--- src/hdl/scs_consts.svh ---
/*
  constants for the sensor command and status register group: clock rate,
  command times, register byte addresses, field positions, masks, defaults.
  assumes it is included by bare name before the package and the module.
*/
`ifndef SCS_CONSTS_SVH
`define SCS_CONSTS_SVH
`define SCS_CLK_MHZ 100
`define SCS_WAKE_TIME_US 200
`define SCS_SWRST_TIME_MS 32
`define SCS_ERASE_TIME_MS 350
`define SCS_SAVE_TIME_MS 24
`define SCS_FACTORY_TIME_MS 350
`define SCS_WORD_BITS 16
`define SCS_ADDR_DIAG 7'h1a
`define SCS_ADDR_XOFF 7'h20
`define SCS_ADDR_YOFF 7'h22
`define SCS_ADDR_ZOFF 7'h24
`define SCS_ADDR_GPIO 7'h44
`define SCS_ADDR_MISC 7'h46
`define SCS_ADDR_CMD 7'h4a
`define SCS_CMD_WAKE 8
`define SCS_CMD_SWRST 7
`define SCS_CMD_ERASE 6
`define SCS_CMD_PEAKCLR 5
`define SCS_CMD_DIAGCLR 4
`define SCS_CMD_SAVE 3
`define SCS_CMD_STANDBY 2
`define SCS_CMD_FACTORY 1
`define SCS_CMD_AUTONULL 0
`define SCS_MISC_SUMSQ 15
`define SCS_MISC_PEAK 14
`define SCS_MISC_NOPOST 9
`define SCS_MISC_SELFTEST 8
`define SCS_MISC_DREN 2
`define SCS_MISC_DRPOL 1
`define SCS_MISC_DRSEL 0
`define SCS_GPIO_LVL 8
`define SCS_DIAG_UNDER 0
`define SCS_DIAG_OVER 1
`define SCS_DIAG_FLASH 2
`define SCS_DIAG_SPI 3
`define SCS_DIAG_POSTRUN 4
`define SCS_DIAG_POSTFAIL 5
`define SCS_DIAG_CKSUM 6
`define SCS_DIAG_BUFFULL 7
`define SCS_DIAG_ALM1 8
`define SCS_DIAG_ALM2 9
`define SCS_MISC_MASK 16'hc307
`define SCS_GPIO_MASK 16'h0303
`define SCS_OFF_MASK 16'h03ff
`define SCS_DIAG_MASK 16'h03ff
`define SCS_MISC_RESET 16'h0006
`endif

--- src/hdl/scs_pkg.sv ---
/*
  types of the sensor command and status register group.
  assumes scs_consts.svh is on the include path.
*/
package scs_pkg;
  typedef enum logic [0:0] {SCS_IDLE, SCS_EXEC} scs_mode_t;
  // serial port sampling and shifting state
  typedef struct packed {
    logic sclk_s1;
    logic sclk_s2;
    logic sclk_d;
    logic cs_s1;
    logic cs_s2;
    logic cs_d;
    logic mosi_s1;
    logic mosi_s2;
    logic [3:0] bit_cnt;
    logic [15:0] rx;
    logic [15:0] tx;
  } scs_spi_t;
  // host visible registers
  typedef struct packed {
    logic [15:0] diag;
    logic [15:0] xoff;
    logic [15:0] yoff;
    logic [15:0] zoff;
    logic [15:0] gpio;
    logic [15:0] misc;
  } scs_regs_t;
  // whole module state
  typedef struct packed {
    scs_spi_t spi;
    scs_regs_t regs;
    scs_mode_t mode;
    logic [8:0] cmd;
    logic [8:0] cmd_pulse;
    logic [25:0] timer;
    logic standby;
    logic [1:0] dio_s1;
    logic [1:0] dio_s2;
    logic [1:0] dio_o;
    logic [1:0] dio_oe;
  } scs_state_t;
endpackage

--- src/hdl/scs_regs.sv ---
/*
  serial slave, command executor and register group of the impact sensor.
  assumes a four-wire serial master (mode 3, 16-bit words) on the pins and
  same-clock sampling, alarm and self-test logic on the status inputs.
*/
`timescale 1ns/1ns
`include "scs_consts.svh"
module scs_regs
  import scs_pkg::*;
#(
  parameter logic [25:0] WAKE_CYC =
    26'(`SCS_WAKE_TIME_US * `SCS_CLK_MHZ),
  parameter logic [25:0] SWRST_CYC =
    26'(`SCS_SWRST_TIME_MS * 1000 * `SCS_CLK_MHZ),
  parameter logic [25:0] ERASE_CYC =
    26'(`SCS_ERASE_TIME_MS * 1000 * `SCS_CLK_MHZ),
  parameter logic [25:0] SAVE_CYC =
    26'(`SCS_SAVE_TIME_MS * 1000 * `SCS_CLK_MHZ),
  parameter logic [25:0] FACTORY_CYC =
    26'(`SCS_FACTORY_TIME_MS * 1000 * `SCS_CLK_MHZ)
) (
  input wire logic clk_sys_in,
  input wire logic rst_n_in,
  input wire logic ce_in,
  input wire logic sclk_in,
  input wire logic cs_n_in,
  input wire logic mosi_in,
  output logic miso_out,
  output logic miso_oe_out,
  input wire logic dio_one_in,
  output logic dio_one_out,
  output logic dio_one_oe_out,
  input wire logic dio_two_in,
  output logic dio_two_out,
  output logic dio_two_oe_out,
  input wire logic data_ready_in,
  input wire logic [1:0] alarm_claim_in,
  input wire logic [1:0] alarm_level_in,
  input wire logic sample_tick_in,
  input wire logic supply_over_in,
  input wire logic supply_under_in,
  input wire logic checksum_bad_in,
  input wire logic alarm_one_in,
  input wire logic alarm_two_in,
  input wire logic buffer_full_in,
  input wire logic post_running_in,
  input wire logic post_fail_in,
  input wire logic flash_fail_in,
  output logic [8:0] command_pulse_out,
  output logic standby_out,
  output logic suspend_out,
  output logic peak_sum_en_out,
  output logic peak_axis_en_out,
  output logic skip_post_out,
  output logic self_test_out,
  output logic [9:0] x_offset_trim_out,
  output logic [9:0] y_offset_trim_out,
  output logic [9:0] z_offset_trim_out
);

  // merge one byte into a register word, masking unused bits
  function automatic logic [15:0] put_byte(input logic [15:0] old,
      input logic hi, input logic [7:0] b, input logic [15:0] mask);
    logic [15:0] w;
    w = hi ? {b, old[7:0]} : {old[15:8], b};
    return w & mask;
  endfunction

  // general line level as read back: pin level for inputs
  function automatic logic [15:0] gpio_view(input logic [15:0] g,
      input logic [1:0] pins);
    logic [15:0] v;
    v = g;
    for (int i = 0; i < 2; i++) begin
      if (!g[i]) begin
        v[`SCS_GPIO_LVL + i] = pins[i];
      end
    end
    return v & `SCS_GPIO_MASK;
  endfunction

  scs_state_t s; // registered state
  scs_state_t next_s; // next state
  logic sclk_rise; // edge of the synchronised serial clock
  logic sclk_fall;
  logic cs_rise; // end of a transfer
  logic cs_fall; // start of a transfer
  logic word_done; // 16th rising clock of a word seen
  logic diag_read; // host read of the status register
  logic start_timed; // a timed command starts this cycle
  logic [15:0] ev; // status events of this cycle

  // edge finding looks only at second and third sampling stages
  assign sclk_rise = s.spi.sclk_s2 & ~s.spi.sclk_d;
  assign sclk_fall = ~s.spi.sclk_s2 & s.spi.sclk_d;
  assign cs_rise = s.spi.cs_s2 & ~s.spi.cs_d;
  assign cs_fall = ~s.spi.cs_s2 & s.spi.cs_d;

  // next-state logic: serial port, decode, commands, status, lines
  always_comb begin
    logic [15:0] word;
    logic [6:0] waddr;
    logic hi;
    logic [8:0] cmd_new;
    logic dr_lvl;
    word = '0;
    waddr = '0;
    hi = 1'b0;
    cmd_new = '0;
    dr_lvl = 1'b0;
    next_s = s;
    word_done = 1'b0;
    diag_read = 1'b0;
    start_timed = 1'b0;
    ev = '0;
    next_s.cmd_pulse = '0;
    // two stage sampling of every pin
    next_s.spi.sclk_s1 = sclk_in;
    next_s.spi.sclk_s2 = s.spi.sclk_s1;
    next_s.spi.sclk_d = s.spi.sclk_s2;
    next_s.spi.cs_s1 = cs_n_in;
    next_s.spi.cs_s2 = s.spi.cs_s1;
    next_s.spi.cs_d = s.spi.cs_s2;
    next_s.spi.mosi_s1 = mosi_in;
    next_s.spi.mosi_s2 = s.spi.mosi_s1;
    next_s.dio_s1 = {dio_two_in, dio_one_in};
    next_s.dio_s2 = s.dio_s1;
    // a new transfer starts counting from zero, unless a rising clock is seen in the same cycle
    if (cs_fall) begin
      next_s.spi.bit_cnt = '0;
    end
    // shift in on rising clock
    if (!s.spi.cs_s2 && sclk_rise) begin
      next_s.spi.rx = {s.spi.rx[14:0], s.spi.mosi_s2};
      next_s.spi.bit_cnt = s.spi.bit_cnt + 4'h1;
      word_done = (s.spi.bit_cnt == 4'hf);
    end
    // shift out on falling clock; the first bit of a word is already out
    if (!s.spi.cs_s2 && sclk_fall && s.spi.bit_cnt != 4'h0) begin
      next_s.spi.tx = {s.spi.tx[14:0], 1'b0};
    end
    if (cs_rise && s.spi.bit_cnt != 4'h0) begin
      ev[`SCS_DIAG_SPI] = 1'b1;
    end
    ev[`SCS_DIAG_UNDER] = sample_tick_in & supply_under_in;
    ev[`SCS_DIAG_OVER] = sample_tick_in & supply_over_in;
    ev[`SCS_DIAG_ALM1] = alarm_one_in;
    ev[`SCS_DIAG_ALM2] = alarm_two_in;
    ev[`SCS_DIAG_BUFFULL] = buffer_full_in;
    ev[`SCS_DIAG_POSTRUN] = post_running_in;
    ev[`SCS_DIAG_POSTFAIL] = post_fail_in;
    ev[`SCS_DIAG_FLASH] = flash_fail_in;
    if (word_done && s.mode == SCS_IDLE) begin
      word = {s.spi.rx[14:0], s.spi.mosi_s2};
      waddr = {word[14:9], 1'b0};
      hi = word[8];
      if (!word[15]) begin
        // read: answer travels in the next word
        unique case (waddr)
          `SCS_ADDR_DIAG: begin
            next_s.spi.tx = s.regs.diag;
            diag_read = 1'b1;
          end
          `SCS_ADDR_XOFF: next_s.spi.tx = s.regs.xoff;
          `SCS_ADDR_YOFF: next_s.spi.tx = s.regs.yoff;
          `SCS_ADDR_ZOFF: next_s.spi.tx = s.regs.zoff;
          `SCS_ADDR_GPIO: next_s.spi.tx = gpio_view(s.regs.gpio, s.dio_s2);
          `SCS_ADDR_MISC: next_s.spi.tx = s.regs.misc;
          // unmapped and command reads give zero
          default: next_s.spi.tx = '0;
        endcase
      end else begin
        // masks drop writes to unused bits
        unique case (waddr)
          `SCS_ADDR_XOFF: next_s.regs.xoff =
            put_byte(s.regs.xoff, hi, word[7:0], `SCS_OFF_MASK);
          `SCS_ADDR_YOFF: next_s.regs.yoff =
            put_byte(s.regs.yoff, hi, word[7:0], `SCS_OFF_MASK);
          `SCS_ADDR_ZOFF: next_s.regs.zoff =
            put_byte(s.regs.zoff, hi, word[7:0], `SCS_OFF_MASK);
          `SCS_ADDR_GPIO: next_s.regs.gpio =
            put_byte(s.regs.gpio, hi, word[7:0], `SCS_GPIO_MASK);
          `SCS_ADDR_MISC: next_s.regs.misc =
            put_byte(s.regs.misc, hi, word[7:0], `SCS_MISC_MASK);
          `SCS_ADDR_CMD: cmd_new = hi ? {word[0], 8'h00} : {1'b0, word[7:0]};
          default: begin
          end
        endcase
      end
    end
    // commands act right after the 16th clock
    if (cmd_new != '0) begin
      next_s.cmd_pulse = cmd_new;
      if (cmd_new[`SCS_CMD_STANDBY]) begin
        next_s.standby = 1'b1;
      end
      if (cmd_new[`SCS_CMD_FACTORY] || cmd_new[`SCS_CMD_SWRST]) begin
        next_s.regs.xoff = '0;
        next_s.regs.yoff = '0;
        next_s.regs.zoff = '0;
        next_s.regs.gpio = '0;
        next_s.regs.misc = `SCS_MISC_RESET;
      end
      // one timed command at a time, highest bit first
      start_timed = 1'b1;
      if (cmd_new[`SCS_CMD_WAKE]) begin
        next_s.timer = WAKE_CYC;
      end else if (cmd_new[`SCS_CMD_SWRST]) begin
        next_s.timer = SWRST_CYC;
      end else if (cmd_new[`SCS_CMD_ERASE]) begin
        next_s.timer = ERASE_CYC;
      end else if (cmd_new[`SCS_CMD_SAVE]) begin
        next_s.timer = SAVE_CYC;
      end else if (cmd_new[`SCS_CMD_FACTORY]) begin
        next_s.timer = FACTORY_CYC;
      end else begin
        start_timed = 1'b0;
      end
      if (start_timed) begin
        next_s.mode = SCS_EXEC;
        next_s.cmd = cmd_new;
      end
    end
    // bit clears when its time is over
    if (s.mode == SCS_EXEC) begin
      if (s.timer <= 26'h1) begin
        next_s.mode = SCS_IDLE;
        next_s.cmd = '0;
        next_s.timer = '0;
        if (s.cmd[`SCS_CMD_WAKE]) begin
          next_s.standby = 1'b0;
        end
      end else begin
        next_s.timer = s.timer - 26'h1;
      end
    end
    // read or flag-clear command empties flags, events win
    if (diag_read || cmd_new[`SCS_CMD_DIAGCLR]) begin
      next_s.regs.diag = ev & `SCS_DIAG_MASK;
    end else begin
      next_s.regs.diag = (s.regs.diag | ev) & `SCS_DIAG_MASK;
    end
    next_s.regs.diag[`SCS_DIAG_CKSUM] = checksum_bad_in;
    dr_lvl = s.regs.misc[`SCS_MISC_DRPOL] ? data_ready_in : ~data_ready_in;
    for (int i = 0; i < 2; i++) begin
      if (s.regs.misc[`SCS_MISC_DREN] &&
          s.regs.misc[`SCS_MISC_DRSEL] == i[0]) begin
        next_s.dio_oe[i] = 1'b1;
        next_s.dio_o[i] = dr_lvl;
      end else if (alarm_claim_in[i]) begin
        next_s.dio_oe[i] = 1'b1;
        next_s.dio_o[i] = alarm_level_in[i];
      end else if (s.regs.gpio[i]) begin
        next_s.dio_oe[i] = 1'b1;
        next_s.dio_o[i] = s.regs.gpio[`SCS_GPIO_LVL + i];
      end else begin
        next_s.dio_oe[i] = 1'b0;
        next_s.dio_o[i] = 1'b0;
      end
    end
  end

  // state register; idle-high serial pins so reset makes no false edge
  always_ff @(posedge clk_sys_in) begin
    if (!rst_n_in) begin
      s <= '0;
      s.regs.misc <= `SCS_MISC_RESET;
      s.spi.sclk_s1 <= 1'b1;
      s.spi.sclk_s2 <= 1'b1;
      s.spi.sclk_d <= 1'b1;
      s.spi.cs_s1 <= 1'b1;
      s.spi.cs_s2 <= 1'b1;
      s.spi.cs_d <= 1'b1;
    end else if (ce_in) begin
      s <= next_s;
    end
  end

  // outputs straight from flops
  assign miso_out = s.spi.tx[15];
  assign miso_oe_out = ~s.spi.cs_s2;
  assign dio_one_out = s.dio_o[0];
  assign dio_one_oe_out = s.dio_oe[0];
  assign dio_two_out = s.dio_o[1];
  assign dio_two_oe_out = s.dio_oe[1];
  assign command_pulse_out = s.cmd_pulse;
  assign standby_out = s.standby;
  // sampling held off while a command runs
  assign suspend_out = (s.mode == SCS_EXEC);
  assign peak_sum_en_out = s.regs.misc[`SCS_MISC_SUMSQ];
  assign peak_axis_en_out = s.regs.misc[`SCS_MISC_PEAK];
  assign skip_post_out = s.regs.misc[`SCS_MISC_NOPOST];
  assign self_test_out = s.regs.misc[`SCS_MISC_SELFTEST];
  assign x_offset_trim_out = s.regs.xoff[9:0];
  assign y_offset_trim_out = s.regs.yoff[9:0];
  assign z_offset_trim_out = s.regs.zoff[9:0];
endmodule
--- config.mk ---
export PLATFORM = sky130hd
export DESIGN_NAME = scs_regs
export DESIGN_NICKNAME = d
export VERILOG_FILES = /design/src/hdl/scs_pkg.sv /design/src/hdl/scs_regs.sv
export VERILOG_INCLUDE_DIRS = /design/src /design/src/hdl
export SDC_FILE = /design/constraint.sdc
export NUM_CORES = 1
export LEC_CHECK = 0
export BUFFER_PORTS_ARGS = -buffer_cell sky130_fd_sc_hd__buf_2
export CORE_ASPECT_RATIO = 1.5
export CORE_MARGIN = 1
export CORE_UTILIZATION = 40
export CTS_BUF_LIST = sky130_fd_sc_hd__clkbuf_4 sky130_fd_sc_hd__clkbuf_8
export DETAILED_ROUTE_END_ITERATION = 7
export PLACE_DENSITY = 0.65
export SLEW_MARGIN = 10
export SYNTH_ARGS = -nofsm -noshare
export SYNTH_HDL_FRONTEND = slang
export SYNTH_SLANG_ARGS = --single-unit
--- constraint.sdc ---
create_clock -name clk_sys_in -period 2.25 [get_ports clk_sys_in]
set_clock_uncertainty 0.2 [all_clocks]
set_input_delay 0.45 -clock clk_sys_in [delete_from_list [all_inputs] [get_ports clk_sys_in]]
set_output_delay 0.45 -clock clk_sys_in [all_outputs]
set_load 0.02 [all_outputs]
=== After elaboration in Yosys (flattened, before gate mapping) ===
Index checks and enable logic that the tools add are counted.

* Register bits after elaboration: 188
* Word-level logic and storage cells: 133

* Equality and inequality tests: 8
* Muxes and demuxes: 64
* Bitwise gates (word level): 14
* $add $sub $neg: 2
* Reductions and logical operators: 18
* Magnitude comparators: 1

{| class="wikitable"
|+ Operators by type and width
! kind !! number
|-
| $mux 80 || 3
|-
| $mux 26 || 6
|-
| $mux 16 || 9
|-
| $mux 126 || 1
|-
| $pmux 16 s6 || 1
|-
| $mux 10 || 8
|-
| $mux 9 || 4
|-
| $mux 1 || 29
|-
| $mux 27 || 1
|-
| $le 26x1->1 const B || 1
|-
| $sub 26x1->26 const B || 1
|-
| $mux 20 || 1
|-
| $eq 6x5->1 const B || 3
|-
| $eq 6x6->1 const B || 3
|-
| $or 10x10->10 || 1
|-
| $reduce_bool 9->1 || 1
|-
| $logic_and 1x1->1 || 7
|-
| $not 1->1 || 7
|-
| $and 1x1->1 || 6
|-
| $eq 6x4->1 const B || 1
|-
| $reduce_bool 6->1 || 1
|-
| $add 4x1->4 const B || 1
|-
| $eq 4x4->1 const B || 1
|-
| $mux 4 || 1
|-
| other kinds (6) || 9
|}

=== Logic depth before layout (Yosys ltp) ===
* Word-level depth: 17
* Gate-level depth with buffers: 9
* Mapped depth without buffers: 7

=== Worst setup path after synthesis ===
OpenSTA, ideal clock, no wires.

* Kind: register to register
* From: register s[182] (netlist bit)
* To: register s[26] (netlist bit)
* Buffers on the path: 0
* Path slack: 31 ps
* Stages on the path, launching flop included: 7
* Arrival: 1902 ps
* Period minus slack after synthesis: 2219 ps
* Data required time: 1933 ps
* Path through: dfxtp_1 > ha_1 > and4b_1 > nand4_4 > o211ai_1 > o31ai_1 > a22o_1

* Word-level cells in the longest chain between the ends: 10
* Elaborated cells between the ends (all ways): 14
* Those cells by class: eq/ne: 1; mux: 8; reduce/logical: 5

{| class="wikitable"
|+ Ends and longest elaborated chain
! element !! RTL line !! RTL
|-
| start: declaration || scs_regs.sv:82 || <nowiki>scs_state_t s;</nowiki>
|-
| start signal: assignment || scs_regs.sv:275 || <nowiki>s <= next_s;</nowiki>
|-
| $eq 4x4->1 * || scs_regs.sv:136 || <nowiki>word_done = (s.spi.bit_cnt == 4'hf);</nowiki>
|-
| $mux 1 * || scs_regs.sv:133 || <nowiki>if (!s.spi.cs_s2 && sclk_rise) begin</nowiki>
|-
| $logic_and 1x1->1 * || scs_regs.sv:153 || <nowiki>if (word_done && s.mode == SCS_IDLE) begin</nowiki>
|-
| $mux 9 * || scs_regs.sv:153 ||
|-
| $mux 26 || scs_regs.sv:212 || <nowiki>end else if (cmd_new[`SCS_CMD_SAVE]) begin</nowiki>
|-
| $mux 26 || scs_regs.sv:210 || <nowiki>end else if (cmd_new[`SCS_CMD_ERASE]) begin</nowiki>
|-
| $mux 26 || scs_regs.sv:208 || <nowiki>end else if (cmd_new[`SCS_CMD_SWRST]) begin</nowiki>
|-
| $mux 26 || scs_regs.sv:206 || <nowiki>if (cmd_new[`SCS_CMD_WAKE]) begin</nowiki>
|-
| $mux 126 || scs_regs.sv:192 || <nowiki>if (cmd_new != '0) begin</nowiki>
|-
| $mux 27 || scs_regs.sv:225 || <nowiki>if (s.mode == SCS_EXEC) begin</nowiki>
|}

Mark *: on every way between the ends. The rest lies on a longest branch, timed or not. The select of a mux whose other input is x is not followed.
A chain may end at the register's enable or synchronous reset.

=== Worst setup path after layout ===
* From: register s[183] (netlist bit)
* To: register s[157] (netlist bit)

* Word-level cells in the longest chain between the ends: 5
* Elaborated cells between the ends (all ways): 8
* Those cells by class: eq/ne: 1; mux: 4; reduce/logical: 3

{| class="wikitable"
|+ Ends and longest elaborated chain
! element !! RTL line !! RTL
|-
| $reduce_bool 4->1 || scs_regs.sv:139 || <nowiki>if (!s.spi.cs_s2 && sclk_fall && s.spi.bit_cnt != 4'h0) begin</nowiki>
|-
| $logic_and 1x1->1 || scs_regs.sv:139 ||
|-
| $mux 16 || scs_regs.sv:139 ||
|-
| $mux 16 || scs_regs.sv:157 || <nowiki>if (!word[15]) begin</nowiki>
|-
| $mux 16 * || scs_regs.sv:153 ||
|}

Mark *: on every way between the ends. The rest lies on a longest branch, timed or not.

==> summary.txt <==
result of the run -> finished, violations left
violations in the final reports -> setup timing
cell-internal power -> 3.94 mW
switching part of the total -> 0.260
final instance count without filler cells -> 1333
number of distinct library cell variants in the gate-level netlist after synthesis -> 84
Root Buffer Master -> sky130_fd_sc_hd__clkbuf_8
async set-or-reset flop fraction in the synthesized netlist -> 0
GR Util All Layers -> 0.247
number of iterations in the first detailed-routing pass -> 6
CTS max path bufs -> 2
max-capacitance violation count -> 0
vias in the first global route -> 7516
total number of yosys warnings -> 0
global-route wire length before repair -> 40.6 mm
First DRT Iteration DRCs -> 620
Syn Nets -> 965
number of cells in the design after placement -> 1287
ANT nets after route -> 0
Hold Crit Class -> in2reg
routed len/inst -> 19.8 µm
average footprint of a synthesized cell -> 8.89 µm²
Hold Fails Final Rpt -> 0
launch point of the worst hold path -> cs_n_in
CTS buffer count -> 17
number of buffers inserted by port buffering -> 73
later-pin clock latency in the skew report -> 0.48 ns
clock net sink count -> 167
clock input transition at the sequential cells of the worst setup and hold paths -> 0.10 ns
Final setup violation count -> 2
chip height -> 179 µm
leakage dissipation -> 4.08 nW
maximum number of pins on one net before global-route repair -> 78
Slew Viols, Final -> 0
clock period minus final worst setup slack -> 2.28 ns
type of the worst setup path -> reg2reg
achievable clock frequency -> 0.438 GHz
final worst-path cycle share -> 1.01
total power consumption of the routed design -> 5.33 mW
total length of routed wires -> 26.4 mm
critical register-to-register path startpoint -> s[183]
GRT Residual Overflow -> 0
critical path launch point type -> flip-flop
net total in the final layout -> 1083
WP data arrival -> 2.45 ns
number of enable flip-flop cells after synthesis -> 0
routability congestion estimate -> 0.949
initial antenna violation count -> 0
Die Outline Area -> 0.0214 mm²
largest voltage drop on the vdd net -> 0.000485 V
Worst Setup Slack, final -> -0.0333 ns
netlist area before placement -> 0.00834 mm²
number of diodes -> 0
portion of total power attributed to combinational logic -> 0.058
count of state elements after synthesis -> 167
detailed-placement wirelength estimate -> 19.3 mm
power spent charging and discharging nets -> 1.38 mW
worst hold slack -> 0.0240 ns
Area growth, synth to finish -> 20.3%
fraction of layout instances using a drive strength above 1 -> 0.283
Top-Level Pins -> 74
average vias per placed instance -> 5.88
commonest cells after routing, fill and taps aside -> sky130_fd_sc_hd__dfxtp_1 (161), sky130_fd_sc_hd__buf_4 (109), sky130_fd_sc_hd__nand2_1 (98)
share of power burned in the clock network -> 0.376
number of H-tree levels -> 4
Horiz. Die Dim -> 120 µm
worst-case headroom to the max-slew limit -> 0.640
standard-cell rows -> 64
total core area -> 0.0204 mm²
Initial Util -> 0.408
relative contribution of sequential cells to total power -> 0.566
setup repair after global routing missed its margin -> true
power density cells -> 531 mW/mm²
crit path max fanout -> 7
startpoint of the most critical setup path -> s[183]
via count of the routed design -> 7840
most instantiated flip-flop cell in the synthesis netlist -> sky130_fd_sc_hd__dfxtp_1
number of remaining DRC errors -> 0
actual transition at the worst max-transition pin -> 0.540 ns
required time of the worst setup path -> 2.42 ns
most common cell after layout, fill and taps aside -> sky130_fd_sc_hd__dfxtp_1
synthesized instance count -> 938
share of the yosys chip area belonging to registers -> 0.401
Critical Path End Type -> flip-flop
CTS tree -> yes
cell usage after synthesis (all sizes together), types with 4 or more instances:
master / instances / share of area
or3: 6 / 0.0045
o21ai: 49 / 0.032
nand4: 8 / 0.0078
a222oi: 5 / 0.0060
a21boi: 5 / 0.0045
a32oi: 7 / 0.0074
nor3b: 5 / 0.0051
a31o: 5 / 0.0053
clkbuf: 37 / 0.017
a221oi: 4 / 0.0042
ha: 4 / 0.0060
dfxtp: 167 / 0.40
nor2b: 7 / 0.0053
o31ai: 5 / 0.0045
a32o: 11 / 0.013
mux2i: 25 / 0.030
nor3: 22 / 0.019
nor2: 61 / 0.028
a22oi: 22 / 0.020
and2: 13 / 0.0098
o211ai: 8 / 0.0072
a31oi: 13 / 0.0098
a22o: 26 / 0.027
and3: 30 / 0.023
mux2: 9 / 0.012
or4: 6 / 0.0063
o221ai: 10 / 0.011
nand2b: 19 / 0.015
o221a: 6 / 0.0081
o32ai: 6 / 0.0063
nand3b: 12 / 0.011
a21oi: 53 / 0.033
nor4: 12 / 0.016
nand3: 23 / 0.014
nand4b: 4 / 0.0086
o22ai: 6 / 0.0045
inv: 12 / 0.0054
and4b: 4 / 0.0048
a21o: 5 / 0.0045
nand2: 99 / 0.045
buf: 68 / 0.057
o21a: 5 / 0.0045
power groups by stage:
stage                     Combinational, mW  Clock [mW]  Sequential, mW
after global routing                  0.335        2.14            3.02
after CTS                             0.305        2.03            3.02
after global placement                0.287           0            3.08
after detailed placement              0.291           0            3.08
final                                 0.311        2.00            3.02
after floorplan                       0.175           0            3.08
area by class of cell:
type	instances	area, µm²
clock buffer	19	262
clock inverter	13	100
fill	2000	10400
inverter	12	47.5
multi-input combinational	655	4470
sequential	167	3350
tap	264	330
timing repair buffer	203	1470
sequential cells by signal (all words and copies together), names as in the netlist:
signal and flops:
miso_out 1, dio_one_oe_out 1, next_s 7, z_offset_trim_out 10, standby_out 1, dio_two_oe_out 1
suspend_out 1, s 110, dio_two_out 1, x_offset_trim_out 10, command_pulse_out 9, y_offset_trim_out 10
skip_post_out 1, self_test_out 1, dio_one_out 1, peak_sum_en_out 1, peak_axis_en_out 1
timing repair:
| action | 4_1_cts | 5_1_grt |
|---|---|---|
| gates resized for setup | 10 | 33 |
| buffers inserted | 0 | 3 |
| hold endpoints to repair | 10 | 0 |
| gates cloned | 1 | 0 |
| hold buffers | 10 | 0 |
| endpoints found under the setup margin | 26 | 103 |
| pin swaps | 1 | 5 |
worst paths after layout:
kind / slack (ns) / to / cells after the start
min reg2reg: 0.27 / command_pulse_out[4] / 2
max: -0.03 / s[157] / 9
max reg2reg: -0.03 / s[157] / 9
min: 0.02 / next_s[189] / 3
critical path: stages (launching register included):
cell and delay (ns):
sky130_fd_sc_hd__dfxtp_2 0.37, sky130_fd_sc_hd__buf_6 0.11, sky130_fd_sc_hd__inv_4 0.03, sky130_fd_sc_hd__ha_4 0.14, sky130_fd_sc_hd__nor3b_4 0.15, sky130_fd_sc_hd__or4b_4 0.52
sky130_fd_sc_hd__buf_6 0.17, sky130_fd_sc_hd__mux2i_1 0.16, sky130_fd_sc_hd__o21ai_1 0.08, sky130_fd_sc_hd__o221a_2 0.23
logic make-up after synthesis:
group | count (synthesis) | synth area share
xor gates and xnor gates | 1 | 0.00105
DFF | 167 | 0.401
buffers and inverters | 117 | 0.0788
AOI/OAI and AO/OA | 273 | 0.237
adders and majority gates | 4 | 0.00600
muxes | 34 | 0.0422
and+or+nand+nor | 342 | 0.234
metrics by stage:
stage	utilization	instance area, µm²	setup WS [ns]	setup TNS, ns
6_report	0.491	10000	-0.0333	-0.0585
5_1_grt	0.491	10000	-0.0920	-0.296
4_1_cts	0.483	9870	-0.0113	-0.0151
3_5_place_dp	0.459	9370	-0.103	-0.766
3_3_place_gp	0.459	9370	-0.0693	-0.363
2_1_floorplan	-	8340	0.0308	0
per-layer routing:
metal  global-route usage  up-vias  part of all wire
li1                     -     3706                 -
met1                0.262     3820              0.38
met2                0.445      234              0.52
met3               0.0448       80             0.040
met4                0.163        0             0.057
met5                    0        -                 0
No activity file was read; power rests on OpenSTA's default activity.
